**config.mk**
```make
export PLATFORM = sky130hd
export DESIGN_NAME = txsw_writeback
export DESIGN_NICKNAME = d
export VERILOG_FILES = /design/src/common/txsw_pkg.sv /design/src/verilog/txsw_writeback.sv
export VERILOG_INCLUDE_DIRS = /design/src /design/src/common
export SDC_FILE = /design/constraint.sdc
export NUM_CORES = 1
export LEC_CHECK = 0
export ABC_AREA = 0
export BUFFER_PORTS_ARGS = -buffer_cell sky130_fd_sc_hd__buf_2
export CAP_MARGIN = 10
export CORE_UTILIZATION = 30
export DETAILED_ROUTE_END_ITERATION = 12
export GPL_TIMING_DRIVEN = 0
export SYNTH_ARGS = -nofsm -noshare
export SYNTH_HDL_FRONTEND = slang
export SYNTH_SLANG_ARGS = --single-unit
```
**constraint.sdc**
```tcl
create_clock -name core_clk -period 3.02 [get_ports core_clk]
set_input_delay 0.151 -clock core_clk [delete_from_list [all_inputs] [get_ports core_clk]]
set_output_delay 0.151 -clock core_clk [all_outputs]
set_load 0.01 [all_outputs]
```
**src/common/txsw_consts.svh**
```systemverilog
`ifndef TXSW_CONSTS_SVH
`define TXSW_CONSTS_SVH
// Status word field positions
`define TXSW_OWN_BIT 31
`define TXSW_RSV30_BIT 30
`define TXSW_TDR_HI 29
`define TXSW_TDR_LO 16
`define TXSW_ES_BIT 15
`define TXSW_TO_BIT 14
`define TXSW_MBZ_BIT 13
`define TXSW_LE_BIT 12
`define TXSW_LO_BIT 11
`define TXSW_NC_BIT 10
`define TXSW_LC_BIT 9
`define TXSW_EC_BIT 8
`define TXSW_HF_BIT 7
`define TXSW_CC_HI 6
`define TXSW_CC_LO 3
`define TXSW_TN_BIT 2
`define TXSW_UF_BIT 1
`define TXSW_DE_BIT 0
// Collision limit before abort
`define TXSW_COLL_LIMIT 5'h10
// Operating select value for internal loopback
`define TXSW_OM_LOOP 2'h1
// Register offsets (byte addresses)
`define TXSW_REG_WORD 4'h0
`define TXSW_REG_STATUS 4'h4
`define TXSW_REG_MASK 4'h8
`define TXSW_REG_CTRL 4'hc
// Reset values
`define TXSW_RST_WORD 32'h0000_0000
`define TXSW_RST_MASK 3'h0
`define TXSW_RST_OM 2'h0
`endif

```
**src/common/txsw_pkg.sv**
```systemverilog
`default_nettype none
package txsw_pkg;
	typedef enum logic [3:0] {
		TXSW_IDLE = 4'h1,
		TXSW_RUN = 4'h2,
		TXSW_SUSP = 4'h4,
		TXSW_STOP = 4'h8
	} txsw_proc_t;
endpackage
`default_nettype wire

```
**src/verilog/txsw_writeback.sv**
```systemverilog
`include "txsw_consts.svh"
`default_nettype none
// Operation
// - Clear ownership once descriptor finished
// - Write 14-bit reflectometer count
// - Error summary ORs eight error flags
// - Babble sets flag, event, stops process
// - Bit 13 always written zero
// - Chain fault on bad mid-chain descriptor
// - Chain fault suspends, raises transmit event
// - Carrier loss flag, meaningless in loopback
// - No-carrier flag, meaningless in loopback
// - Late collision abort sets flag
// - Sixteen collisions abort, set excess flag
// - Missing heartbeat sets heartbeat flag
// - Four-bit collision tally reported
// - Translation fault suspends, raises event
// - FIFO underrun truncates, suspends, raises event
// - Busy channel wait sets deferred flag
module txsw_writeback (
	// Clock, reset, enable
	input wire logic core_clk,
	input wire logic rst,
	input wire logic clk_en,
	// Frame control from descriptor engine
	input wire logic frame_start,
	input wire logic frame_end,
	input wire logic desc_owned,
	input wire logic buf_zero_len,
	input wire logic [1:0] payload_type_code,
	input wire logic first_segment_mark,
	input wire logic last_segment_mark,
	input wire logic desc_fetch,
	input wire logic virtual_buffer_sel,
	// Line events
	input wire logic ev_defer,
	input wire logic ev_collision,
	input wire logic ev_late_coll,
	input wire logic ev_carrier_lost,
	input wire logic ev_no_carrier,
	input wire logic ev_no_heartbeat,
	input wire logic ev_underrun,
	input wire logic ev_xlate_fail,
	input wire logic ev_babble,
	input wire logic [13:0] reflect_in,
	// Register port
	input wire logic [3:0] reg_addr,
	input wire logic [31:0] reg_wdata,
	input wire logic reg_wr,
	input wire logic reg_rd,
	output logic [31:0] reg_rdata,
	// Results
	output logic [31:0] tx_status_word,
	output logic word_valid,
	output logic frame_abort,
	output logic proc_suspended,
	output logic proc_stopped,
	output logic irq
);

	typedef struct packed {
		txsw_pkg::txsw_proc_t proc;
		logic in_chain;
		logic [4:0] coll;
		logic [13:0] cable_reflect_count;
		logic de;
		logic hf;
		logic ec;
		logic lc;
		logic nc;
		logic lo;
		logic le;
		logic tn;
		logic uf;
		logic to;
		logic susp;
		logic stopd;
		logic [31:0] word;
		logic valid;
		logic abort;
		logic [2:0] status;
		logic [2:0] mask;
		logic [1:0] operating_select;
		logic [31:0] rdata;
		logic irq;
	} txsw_state_t;

	txsw_state_t st;
	txsw_state_t next_st;

	////////////////////////////////////////////////////////////////////
	// Assemble the status word from frame flags
	function automatic logic [31:0] build_word(input txsw_state_t s,
		input logic in_loop);
		logic [31:0] w;
		logic es;
		w = 32'h0000_0000;
		// Summary follows the bits as written, so loopback drops carrier
		es = s.uf | s.tn | s.ec | s.lc | (s.nc & ~in_loop);
		es = es | (s.lo & ~in_loop) | s.le | s.to;
		w[`TXSW_OWN_BIT] = 1'b0;
		w[`TXSW_RSV30_BIT] = 1'b0;
		w[`TXSW_TDR_HI:`TXSW_TDR_LO] = s.cable_reflect_count;
		w[`TXSW_ES_BIT] = es;
		w[`TXSW_TO_BIT] = s.to;
		w[`TXSW_MBZ_BIT] = 1'b0;
		w[`TXSW_LE_BIT] = s.le;
		// Carrier flags are forced low in loopback since they mean nothing
		w[`TXSW_LO_BIT] = s.lo & ~in_loop;
		w[`TXSW_NC_BIT] = s.nc & ~in_loop;
		w[`TXSW_LC_BIT] = s.lc;
		w[`TXSW_EC_BIT] = s.ec;
		w[`TXSW_HF_BIT] = s.hf;
		w[`TXSW_CC_HI:`TXSW_CC_LO] = s.coll[3:0];
		w[`TXSW_TN_BIT] = s.tn;
		w[`TXSW_UF_BIT] = s.uf;
		w[`TXSW_DE_BIT] = s.de;
		return w;
	endfunction

	////////////////////////////////////////////////////////////////////
	always_comb begin
		logic chain_bad;
		logic stop_ev;
		logic susp_ev;
		logic done;
		logic loop;
		txsw_state_t f;
		chain_bad = 1'b0;
		stop_ev = 1'b0;
		susp_ev = 1'b0;
		done = 1'b0;
		loop = 1'b0;
		f = st;
		next_st = st;
		f.valid = 1'b0;
		f.abort = 1'b0;
		loop = (st.operating_select == `TXSW_OM_LOOP);
		if (frame_start) begin
			f.coll = 5'h00;
			f.cable_reflect_count = 14'h0000;
			{f.de, f.hf, f.ec, f.lc, f.nc} = 5'h00;
			{f.lo, f.le, f.tn, f.uf, f.to} = 5'h00;
			f.proc = txsw_pkg::TXSW_RUN;
		end
		if (desc_fetch) begin
			// Mid-chain descriptor checks and segment ordering
			if (st.in_chain && (!desc_owned || buf_zero_len ||
				payload_type_code != 2'h0 || first_segment_mark))
				chain_bad = 1'b1;
			if (!st.in_chain && !first_segment_mark)
				chain_bad = 1'b1;
			f.in_chain = !last_segment_mark;
		end
		if (ev_defer)
			f.de = 1'b1;
		if (ev_no_heartbeat)
			f.hf = 1'b1;
		if (ev_carrier_lost)
			f.lo = 1'b1;
		if (ev_no_carrier)
			f.nc = 1'b1;
		if (ev_collision && st.coll < `TXSW_COLL_LIMIT) begin
			f.coll = st.coll + 5'h01;
			if (st.coll == `TXSW_COLL_LIMIT - 5'h01) begin
				f.ec = 1'b1;
				f.cable_reflect_count = reflect_in;
				done = 1'b1;
			end
		end
		if (ev_late_coll) begin
			f.lc = 1'b1;
			done = 1'b1;
		end
		if (ev_underrun) begin
			f.uf = 1'b1;
			susp_ev = 1'b1;
			done = 1'b1;
		end
		if (ev_xlate_fail && virtual_buffer_sel) begin
			f.tn = 1'b1;
			susp_ev = 1'b1;
			done = 1'b1;
		end
		if (chain_bad) begin
			f.le = 1'b1;
			susp_ev = 1'b1;
			done = 1'b1;
			f.in_chain = 1'b0;
		end
		if (ev_babble) begin
			f.to = 1'b1;
			stop_ev = 1'b1;
			done = 1'b1;
		end
		if (frame_end)
			done = 1'b1;
		if (done) begin
			f.word = build_word(f, loop);
			f.valid = 1'b1;
			f.abort = f.ec | f.lc | f.uf | f.tn | f.le | f.to;
			f.in_chain = f.in_chain & ~f.abort;
		end
		if (stop_ev)
			f.proc = txsw_pkg::TXSW_STOP;
		else if (susp_ev)
			f.proc = txsw_pkg::TXSW_SUSP;
		else if (done)
			f.proc = txsw_pkg::TXSW_IDLE;
		// Process flags are registered so the outputs leave flops directly
		f.susp = (f.proc == txsw_pkg::TXSW_SUSP);
		f.stopd = (f.proc == txsw_pkg::TXSW_STOP);
		// Register writes; hardware set wins over write-one-clear
		if (reg_wr) begin
			case (reg_addr)
			`TXSW_REG_STATUS: f.status = st.status & ~reg_wdata[2:0];
			`TXSW_REG_MASK: f.mask = reg_wdata[2:0];
			`TXSW_REG_CTRL: f.operating_select = reg_wdata[1:0];
			default: f.status = f.status;
			endcase
		end
		f.status[0] = f.status[0] | stop_ev;
		f.status[1] = f.status[1] | susp_ev;
		f.status[2] = f.status[2] | done;
		f.rdata = 32'h0000_0000;
		if (reg_rd) begin
			case (reg_addr)
			`TXSW_REG_WORD: f.rdata = st.word;
			`TXSW_REG_STATUS: f.rdata = {29'h0, st.status};
			`TXSW_REG_MASK: f.rdata = {29'h0, st.mask};
			`TXSW_REG_CTRL: f.rdata = {26'h0, st.proc, st.operating_select};
			default: f.rdata = 32'h0000_0000;
			endcase
		end
		f.irq = |(f.status & f.mask);
		if (clk_en)
			next_st = f;
	end

	always_ff @(posedge core_clk or posedge rst) begin
		if (rst) begin
			st <= '0;
			st.proc <= txsw_pkg::TXSW_IDLE;
			st.word <= `TXSW_RST_WORD;
			st.mask <= `TXSW_RST_MASK;
			st.operating_select <= `TXSW_RST_OM;
		end else begin
			st <= next_st;
		end
	end

	assign reg_rdata = st.rdata;
	assign tx_status_word = st.word;
	assign word_valid = st.valid;
	assign frame_abort = st.abort;
	assign proc_suspended = st.susp;
	assign proc_stopped = st.stopd;
	assign irq = st.irq;

	////////////////////////////////////////////////////////////////////
	a_word_fixed_zero: assert property (@(posedge core_clk) disable iff (rst)
		word_valid |-> !tx_status_word[31] && !tx_status_word[30]
		&& !tx_status_word[13])
		else $error("reserved or own bit set in status word");
	a_summary_or: assert property (@(posedge core_clk) disable iff (rst)
		word_valid |-> tx_status_word[15] == |{tx_status_word[14],
		tx_status_word[12:8], tx_status_word[2:1]})
		else $error("error summary mismatch");
	a_babble_stops: assert property (@(posedge core_clk) disable iff (rst)
		clk_en && ev_babble |=> proc_stopped && tx_status_word[14]
		&& st.status[0])
		else $error("babble did not stop process");
	a_underrun_susp: assert property (@(posedge core_clk) disable iff (rst)
		clk_en && ev_underrun && !ev_babble |=> proc_suspended
		&& tx_status_word[1] && frame_abort)
		else $error("underrun did not suspend");
	a_xlate_susp: assert property (@(posedge core_clk) disable iff (rst)
		clk_en && ev_xlate_fail && virtual_buffer_sel && !ev_babble
		|=> proc_suspended && st.status[1])
		else $error("translation fault did not suspend");
	a_chain_fault: assert property (@(posedge core_clk) disable iff (rst)
		clk_en && desc_fetch && st.in_chain && !desc_owned
		|=> tx_status_word[12] && st.status[1])
		else $error("chain fault not flagged");
	a_excess_coll: assert property (@(posedge core_clk) disable iff (rst)
		word_valid && tx_status_word[8] |-> st.coll == 5'h10)
		else $error("excess flag without sixteen collisions");
	a_loop_carrier: assert property (@(posedge core_clk) disable iff (rst)
		word_valid && $past(st.operating_select) == 2'h1
		|-> tx_status_word[11:10] == 2'h0)
		else $error("carrier flags set in loopback");
	a_defer_flag: assert property (@(posedge core_clk) disable iff (rst)
		clk_en && ev_defer && frame_end && !frame_start
		|=> tx_status_word[0])
		else $error("deferred flag missing");
	a_irq_level: assert property (@(posedge core_clk) disable iff (rst)
		irq == |(st.status & st.mask))
		else $error("interrupt does not follow status and mask");

	////////////////////////////////////////////////////////////////////
	// Per-flag checks; all but a_start_clears, a_coll_ceiling and a_abort_summary need the frame not restarted in that cycle
	a_tdr_capture: assert property (@(posedge core_clk) disable iff (rst)
		clk_en && ev_collision && st.coll == 5'h0f && !frame_start
		|=> tx_status_word[29:16] == $past(reflect_in))
		else $error("reflectometer count not captured");

	a_late_coll: assert property (@(posedge core_clk) disable iff (rst)
		clk_en && ev_late_coll && !frame_start
		|=> word_valid && tx_status_word[9] && frame_abort)
		else $error("late collision not reported");

	a_heartbeat: assert property (@(posedge core_clk) disable iff (rst)
		clk_en && ev_no_heartbeat && frame_end && !frame_start
		|=> tx_status_word[7])
		else $error("heartbeat flag missing");

	a_start_clears: assert property (@(posedge core_clk) disable iff (rst)
		clk_en && frame_start && !ev_collision
		|=> st.coll == 5'h00)
		else $error("collision tally not cleared");

	a_coll_ceiling: assert property (@(posedge core_clk) disable iff (rst)
		st.coll <= 5'h10)
		else $error("collision tally past limit");

	a_carrier_lost: assert property (@(posedge core_clk) disable iff (rst)
		clk_en && ev_carrier_lost && frame_end && !frame_start
		&& st.operating_select != 2'h1 |=> tx_status_word[11])
		else $error("carrier loss flag missing");

	a_no_carrier: assert property (@(posedge core_clk) disable iff (rst)
		clk_en && ev_no_carrier && frame_end && !frame_start
		&& st.operating_select != 2'h1 |=> tx_status_word[10])
		else $error("no carrier flag missing");

	a_abort_summary: assert property (@(posedge core_clk) disable iff (rst)
		frame_abort |-> tx_status_word[15])
		else $error("abort without error summary");

	// The status word only moves when a new word is announced
	a_word_stable: assert property (@(posedge core_clk) disable iff (rst)
		!word_valid |-> $stable(tx_status_word))
		else $error("status word changed without valid");

	a_freeze_hold: assert property (@(posedge core_clk) disable iff (rst)
		!clk_en |=> $stable(st))
		else $error("state moved while clock enable low");

	////////////////////////////////////////////////////////////////////
	// Register port
	a_rdata_idle: assert property (@(posedge core_clk) disable iff (rst)
		clk_en && !reg_rd |=> reg_rdata == 32'h0000_0000)
		else $error("read data not zero without read");

	a_rd_word: assert property (@(posedge core_clk) disable iff (rst)
		clk_en && reg_rd && reg_addr == 4'h0
		|=> reg_rdata == $past(tx_status_word))
		else $error("word read back wrong");

	a_mask_write: assert property (@(posedge core_clk) disable iff (rst)
		clk_en && reg_wr && reg_addr == 4'h8
		|=> st.mask == $past(reg_wdata[2:0]))
		else $error("mask write lost");

endmodule
`default_nettype wire

```
# [Yosys cells after proc, flatten, opt, wreduce, memory -nomap -nowiden]
# Index checks and enable logic that the tools add are counted.
[totals] regBits=108 latchBits=0 ramBits=0 romBits=0 in_bits=74 out_inout_bits=69 wordCells=118 n_memories=0
[classes] add_sub_neg=1 n_mul=0 n_div=0 n_lt_le_gt_ge=1 eq_ne=7 shift=0 muxes=43 bitwise=23 n_reduce_logical=18
[op_table] cell="30-bit case mux with 4 select lines" n=1
[op_table] cell="30-bit two-way mux" n=1
[op_table] cell="1-bit two-way mux" n=29
[op_table] cell="29-bit two-way mux" n=1
[op_table] cell="19-bit two-way mux" n=1
[op_table] cell="4-bit two-way mux" n=4
[op_table] cell="1-bit bitwise OR" n=15
[op_table] cell="14-bit two-way mux" n=1
[op_table] cell="4-bit equality test, second input constant" n=3
[op_table] cell="4-bit by 3-bit equality test with 1-bit output, second input constant" n=2
[op_table] cell="8-bit two-way mux" n=1
[op_table] cell="3-bit bitwise AND" n=2
[op_table] cell="3-bit two-way mux" n=2
[op_table] cell="5-bit by 1-bit adder with 5-bit output, second input constant" n=1
[op_table] cell="5-bit by 4-bit equality test with 1-bit output, second input constant" n=1
[op_table] cell="5-bit < comparator, second input constant" n=1
[op_table] cell="1-bit logical AND" n=4
[op_table] cell="1-bit zero test" n=4
[op_table] cell="4-bit zero test" n=1
[op_table] cell="2-bit two-way mux" n=2
[op_table] cell="2-bit AND reduction" n=2
[op_table] cell="2-bit nonzero test" n=2
[op_table] cell="1-bit bitwise AND" n=3
[op_table] cell="1-bit logical OR" n=3
[op_table] cell="other kinds (5)" n=6

# [Depth between registers and ports, before layout]
[depth] depth_word=15 mapped_depth=11 mapped_depth_nobuf=8

# [Worst setup path after synthesis]
# Ideal clock, no wire load.
[synth_timing] path_type="reg2reg" start="register st[101] (netlist name)" end="register st, in the netlist proc_stopped" setup_ps=65 arrival_ps=2596 t_required_ps=2955 slack_ps=359 stages_incl_launch_ff=11 path_buffers=2 synth_period_minus_slack_ps=2661 cell_sequence="dfrtp_1 -> ha_1 -> and3_1 -> ha_1 -> and3b_1 -> clkbuf_2 -> or4_4 -> buf_6 -> or4_4 -> nor4b_2 -> o22a_1"
[synth_via] elab_chain_len=13 word_cells_on_any_way=15 classes_between="1 x order compare; 2 x eq/ne; 11 x mux; 1 x reduce/logical"
[synth_lines] item="from (decl)" line_no="txsw_writeback.sv:88" rtl="txsw_state_t st;"
[synth_lines] item="from (signal assigned)" line_no="txsw_writeback.sv:248" rtl="st <= next_st;"
[synth_lines] item="5-bit < comparator (no line) / 5-bit by 4-bit equality test with 1-bit output (equally long branches)"
[synth_lines] item="1-bit logical AND (no line) / 1-bit two-way mux (equally long branches)"
[synth_lines] item="1-bit two-way mux (*)" line_no="txsw_writeback.sv:163" rtl="if (ev_collision && st.coll < `TXSW_COLL_LIMIT) begin"
[synth_lines] item="1-bit two-way mux (*)" line_no="txsw_writeback.sv:171" rtl="if (ev_late_coll) begin"
[synth_lines] item="1-bit two-way mux (*)" line_no="txsw_writeback.sv:175" rtl="if (ev_underrun) begin"
[synth_lines] item="1-bit two-way mux (*)" line_no="txsw_writeback.sv:180" rtl="if (ev_xlate_fail && virtual_buffer_sel) begin"
[synth_lines] item="1-bit two-way mux (*)" line_no="txsw_writeback.sv:185" rtl="if (chain_bad) begin"
[synth_lines] item="1-bit two-way mux (*)" line_no="txsw_writeback.sv:191" rtl="if (ev_babble) begin"
[synth_lines] item="1-bit two-way mux (*)" line_no="txsw_writeback.sv:196" rtl="if (frame_end)"
[synth_lines] item="4-bit two-way mux (*)" line_no="txsw_writeback.sv:208" rtl="else if (done)"
[synth_lines] item="4-bit two-way mux (*)" line_no="txsw_writeback.sv:206" rtl="else if (susp_ev)"
[synth_lines] item="4-bit two-way mux (*)" line_no="txsw_writeback.sv:204" rtl="if (stop_ev)"
[synth_lines] item="4-bit equality test (*)" line_no="txsw_writeback.sv:212" rtl="f.stopd = (f.proc == txsw_pkg::TXSW_STOP);"
# Mark *: on every way between the ends. The rest lies on a longest branch, timed or not.
# A chain may end at the register's enable or synchronous reset.

# [Worst setup path in the final report]
[layout_timing] start="register st[101] (netlist name)" end="register st, in the netlist tx_status_word[7]"
[layout_via] elab_chain_len=10 word_cells_on_any_way=12 classes_between="1 x order compare; 1 x eq/ne; 8 x mux; 2 x reduce/logical"
[layout_lines] item="5-bit < comparator (no line) / 5-bit by 4-bit equality test with 1-bit output (equally long branches)"
[layout_lines] item="1-bit logical AND (no line) / 1-bit two-way mux (equally long branches)"
[layout_lines] item="1-bit two-way mux (*)" line_no="txsw_writeback.sv:163"
[layout_lines] item="1-bit two-way mux (*)" line_no="txsw_writeback.sv:171"
[layout_lines] item="1-bit two-way mux (*)" line_no="txsw_writeback.sv:175"
[layout_lines] item="1-bit two-way mux (*)" line_no="txsw_writeback.sv:180"
[layout_lines] item="1-bit two-way mux (*)" line_no="txsw_writeback.sv:185"
[layout_lines] item="1-bit two-way mux (*)" line_no="txsw_writeback.sv:191"
[layout_lines] item="1-bit two-way mux (*)" line_no="txsw_writeback.sv:196"
[layout_lines] item="2-bit AND reduction (no line) (*)"
# Marked as above.

==> flow_summary.ini <==
[hold_path]
worstHoldPathType = in -> reg
hp-start = ev_no_heartbeat

[clock_network]
root_buffer = clkbuf_16
cts_tree = built
cts_max_path_buffers = 2
worstSkewPairLatency_ns = 0.35
clkTransAtPathRegs_ns = 0.08
cts_setup_buffers = 0
cts_sinks = 105
cts_inserted_buffers = 9
cts_max_level = 3

[drt]
drc_errors = 0
drt_first_pass_iters = 4
wl_met2_um = 6470
wl_um = 13100
top_layer = met4
drt_iter0_drc = 143
wl_met3_um = 589
met1_length_um = 5940
viasPerCell = 4.56
ant_nets = 0
vias = 3969
avgRoutedWirePerCell_um = 15.1

[power_and_ir_drop]
switchingPower_uw = 973
p_seq_share_pct = 48.0
pwr-share-comb_pct = 16.8
clkPwrFrac_pct = 35.2
ir_worst_vdd_v = 0.000269
powerDensity_mw_per_mm2 = 544
p_leak_uw = 0.00303
intPower_uw = 2450
switching_share_pct = 28.4

[floorplanning]
fp-row-count = 47
core_mm2 = 0.0166
die_w_um = 133
start_util_pct = 30.8
die_area_mm2 = 0.0176
io_pins = 143
die_h_um = 133

[yosys]
yosys_warnings = 0
synth_cell_types = 53
yosysSeqAreaShare_pct = 51.3
async_flop_share_pct = 100
ys_top_cells_by_area = dfrtp_1, buf_4, o21ai_0
synth_top_cell_by_area = dfrtp_1
synth-edff-count = 0
synth_most_common_cell = dfrtp_1
yosysTopAreaCellShare_pct = 50.8
netlist_area_mm2 = 0.00512
syn_inst = 522
syn_area_per_cell_um2 = 9.81
ys_seq_elements = 105
ys_dominant_reg_cell = dfrtp_1
yosys-top-cells-count = dfrtp_1, o21ai_0, buf_4

[worst_setup_path]
cp.required_ns = 3.24
critPathLaunchType = flop
path_max_fanout = 10
critPathSlowestCell = or4_4
slowest_delay_ns = 0.43
crit_chain = ha_1, and3_1, ha_1, and3b_1, clkbuf_2, or4_4, buf_6, o31ai_4, clkbuf_2, o21ai_0
critPathLaunch = st[101]
critPathKind = reg -> reg
r2r-start = st[101]
endpoint_kind = flop
crit_arrival_ns = 3.08

[sta]
hold_viol_final = 0
period_share_pct = 94.6
worst_pin_slew_ns = 1.30
period_minus_slack_ns = 2.86
drv_slew = 0
setup_violations = 0
rsz0062_at_grt = no
maxSlewHeadroom_pct = 13.5
max_freq_mhz = 350
finalClockSkew_ns = 0.00985

[status]
outcome = completed

[final_layout]
drive_gt1_share_pct = 32.0
regArea_mm2 = 0.00263
syn_to_final_growth_pct = 22.8
multi_input_area_mm2 = 0.00174
fill_cells = 1701
finalInstanceArea_mm2 = 0.00629
final_core_util_pct = 37.8
fin_nets = 720

[global_routing]
grt.total_usage_pct = 15.6
grt_max_degree = 62
grt_pass1_vias = 3897
grt_pass1_wl_um = 20900
antenna_found_initial = 2
overflow = 0

[place]
gp_congestion = 0.804
place_area_mm2 = 0.00597
hpwl_um = 9600
portBuffers = 104

[run]
maxCapViolCount = 0
cells by family (layout without fill, tap and decap cells):
logic type                 after synthesis  count (layout)  synth area share [%]
xor gates and xnor gates                 1               1                 0.171
buffers and inverters                  138             260                  15.1
other                                    1               8                0.0732
DFF                                    105             105                  51.3
and+or+nand+nor                        114             114                  10.5
AOI/OAI and AO/OA                      150             150                  19.3
adders and majority gates                2               2                 0.488
muxes                                   11              11                  3.00
state kept, by name (all words and copies together) (netlist names):
name	flops
st	42
proc_suspended	1
frame_abort	1
tx_status_word	29
proc_stopped	1
irq	1
reg_rdata	29
word_valid	1
power groups by stage:
stage / logic, uW / registers [uW] / clock network [uW]
6_report: 574 / 1650 / 1210
4_1_cts: 583 / 1640 / 1240
2_1_floorplan: 397 / 1630 / 0
3_3_place_gp: 567 / 1670 / 0
5_1_grt: 645 / 1660 / 1300
3_5_place_dp: 580 / 1670 / 0
cells in the final DEF (no fill, tap or decap), types with 13 or more instances in the layout:
cell      instances
buf_4            65
a21oi_1          15
nor2_1           13
a22oi_1          20
buf_2           106
inv_1            43
clkbuf_1         18
o21ai_0          66
dfrtp_1         104
a32o_1           16
a22o_1           13
nand2_1          64
area by class of cell:
type	count	area share (%)
multi-input combinational	284	27.6
timing repair buffer	106	8.87
buffer	93	9.72
clock inverter	7	1.25
sequential	105	41.8
inverter	45	2.72
clock buffer	9	3.58
tap	220	4.37
antenna	2	0.0795
layer usage:
metal  vias to the layer above  GRT usage [%]
met5                         -              0
met4                         0           6.07
met1                      1892           19.8
met3                         6           3.56
li1                       1981              -
met2                        90           25.8
worst max-delay path: cells and delay by family (launching register included):
| kind | cells | cell delay [ns] |
|---|---|---|
| fa+ha+maj | 2 | 0.42 |
| flops | 1 | 0.42 |
| simple gates | 3 | 0.80 |
| buf+inv | 3 | 0.62 |
| compound gates | 2 | 0.47 |
timing repair:
action,CTS,global route
setup endpoints to repair,9,21
hold buffers,1,0
gates resized for setup,1,5
endpoints found under the hold margin,60,0
per-stage QoR:
stage	setup slack, ns	total power [uW]	setup TNS, ns	cells	hold slack, ns
after floorplan	0.110	2030	0	527	0.297
after global placement	-1.23	2240	-126.76	851	0.401
after detailed placement	-0.0489	2250	-0.226	852	0.361
after CTS	0.0450	3470	0	869	0.0324
after global routing	0.00393	3610	0	869	0.0454
final	0.164	3430	0	871	0.0551
worst paths after layout:
path | endpoint | slack [ns] | depth (start not counted)
hold / removal | st[85] | 0.06 | 2
hold reg to reg | st[99] | 0.49 | 1
setup / recovery | tx_status_word[7] | 0.16 | 10
setup reg to reg | tx_status_word[7] | 0.16 | 10
max in group asynchronous | st[107] | 1.77 | 4
min in group asynchronous | reg_rdata[17] | 0.50 | 3
(Power assumes the default switching activity.)
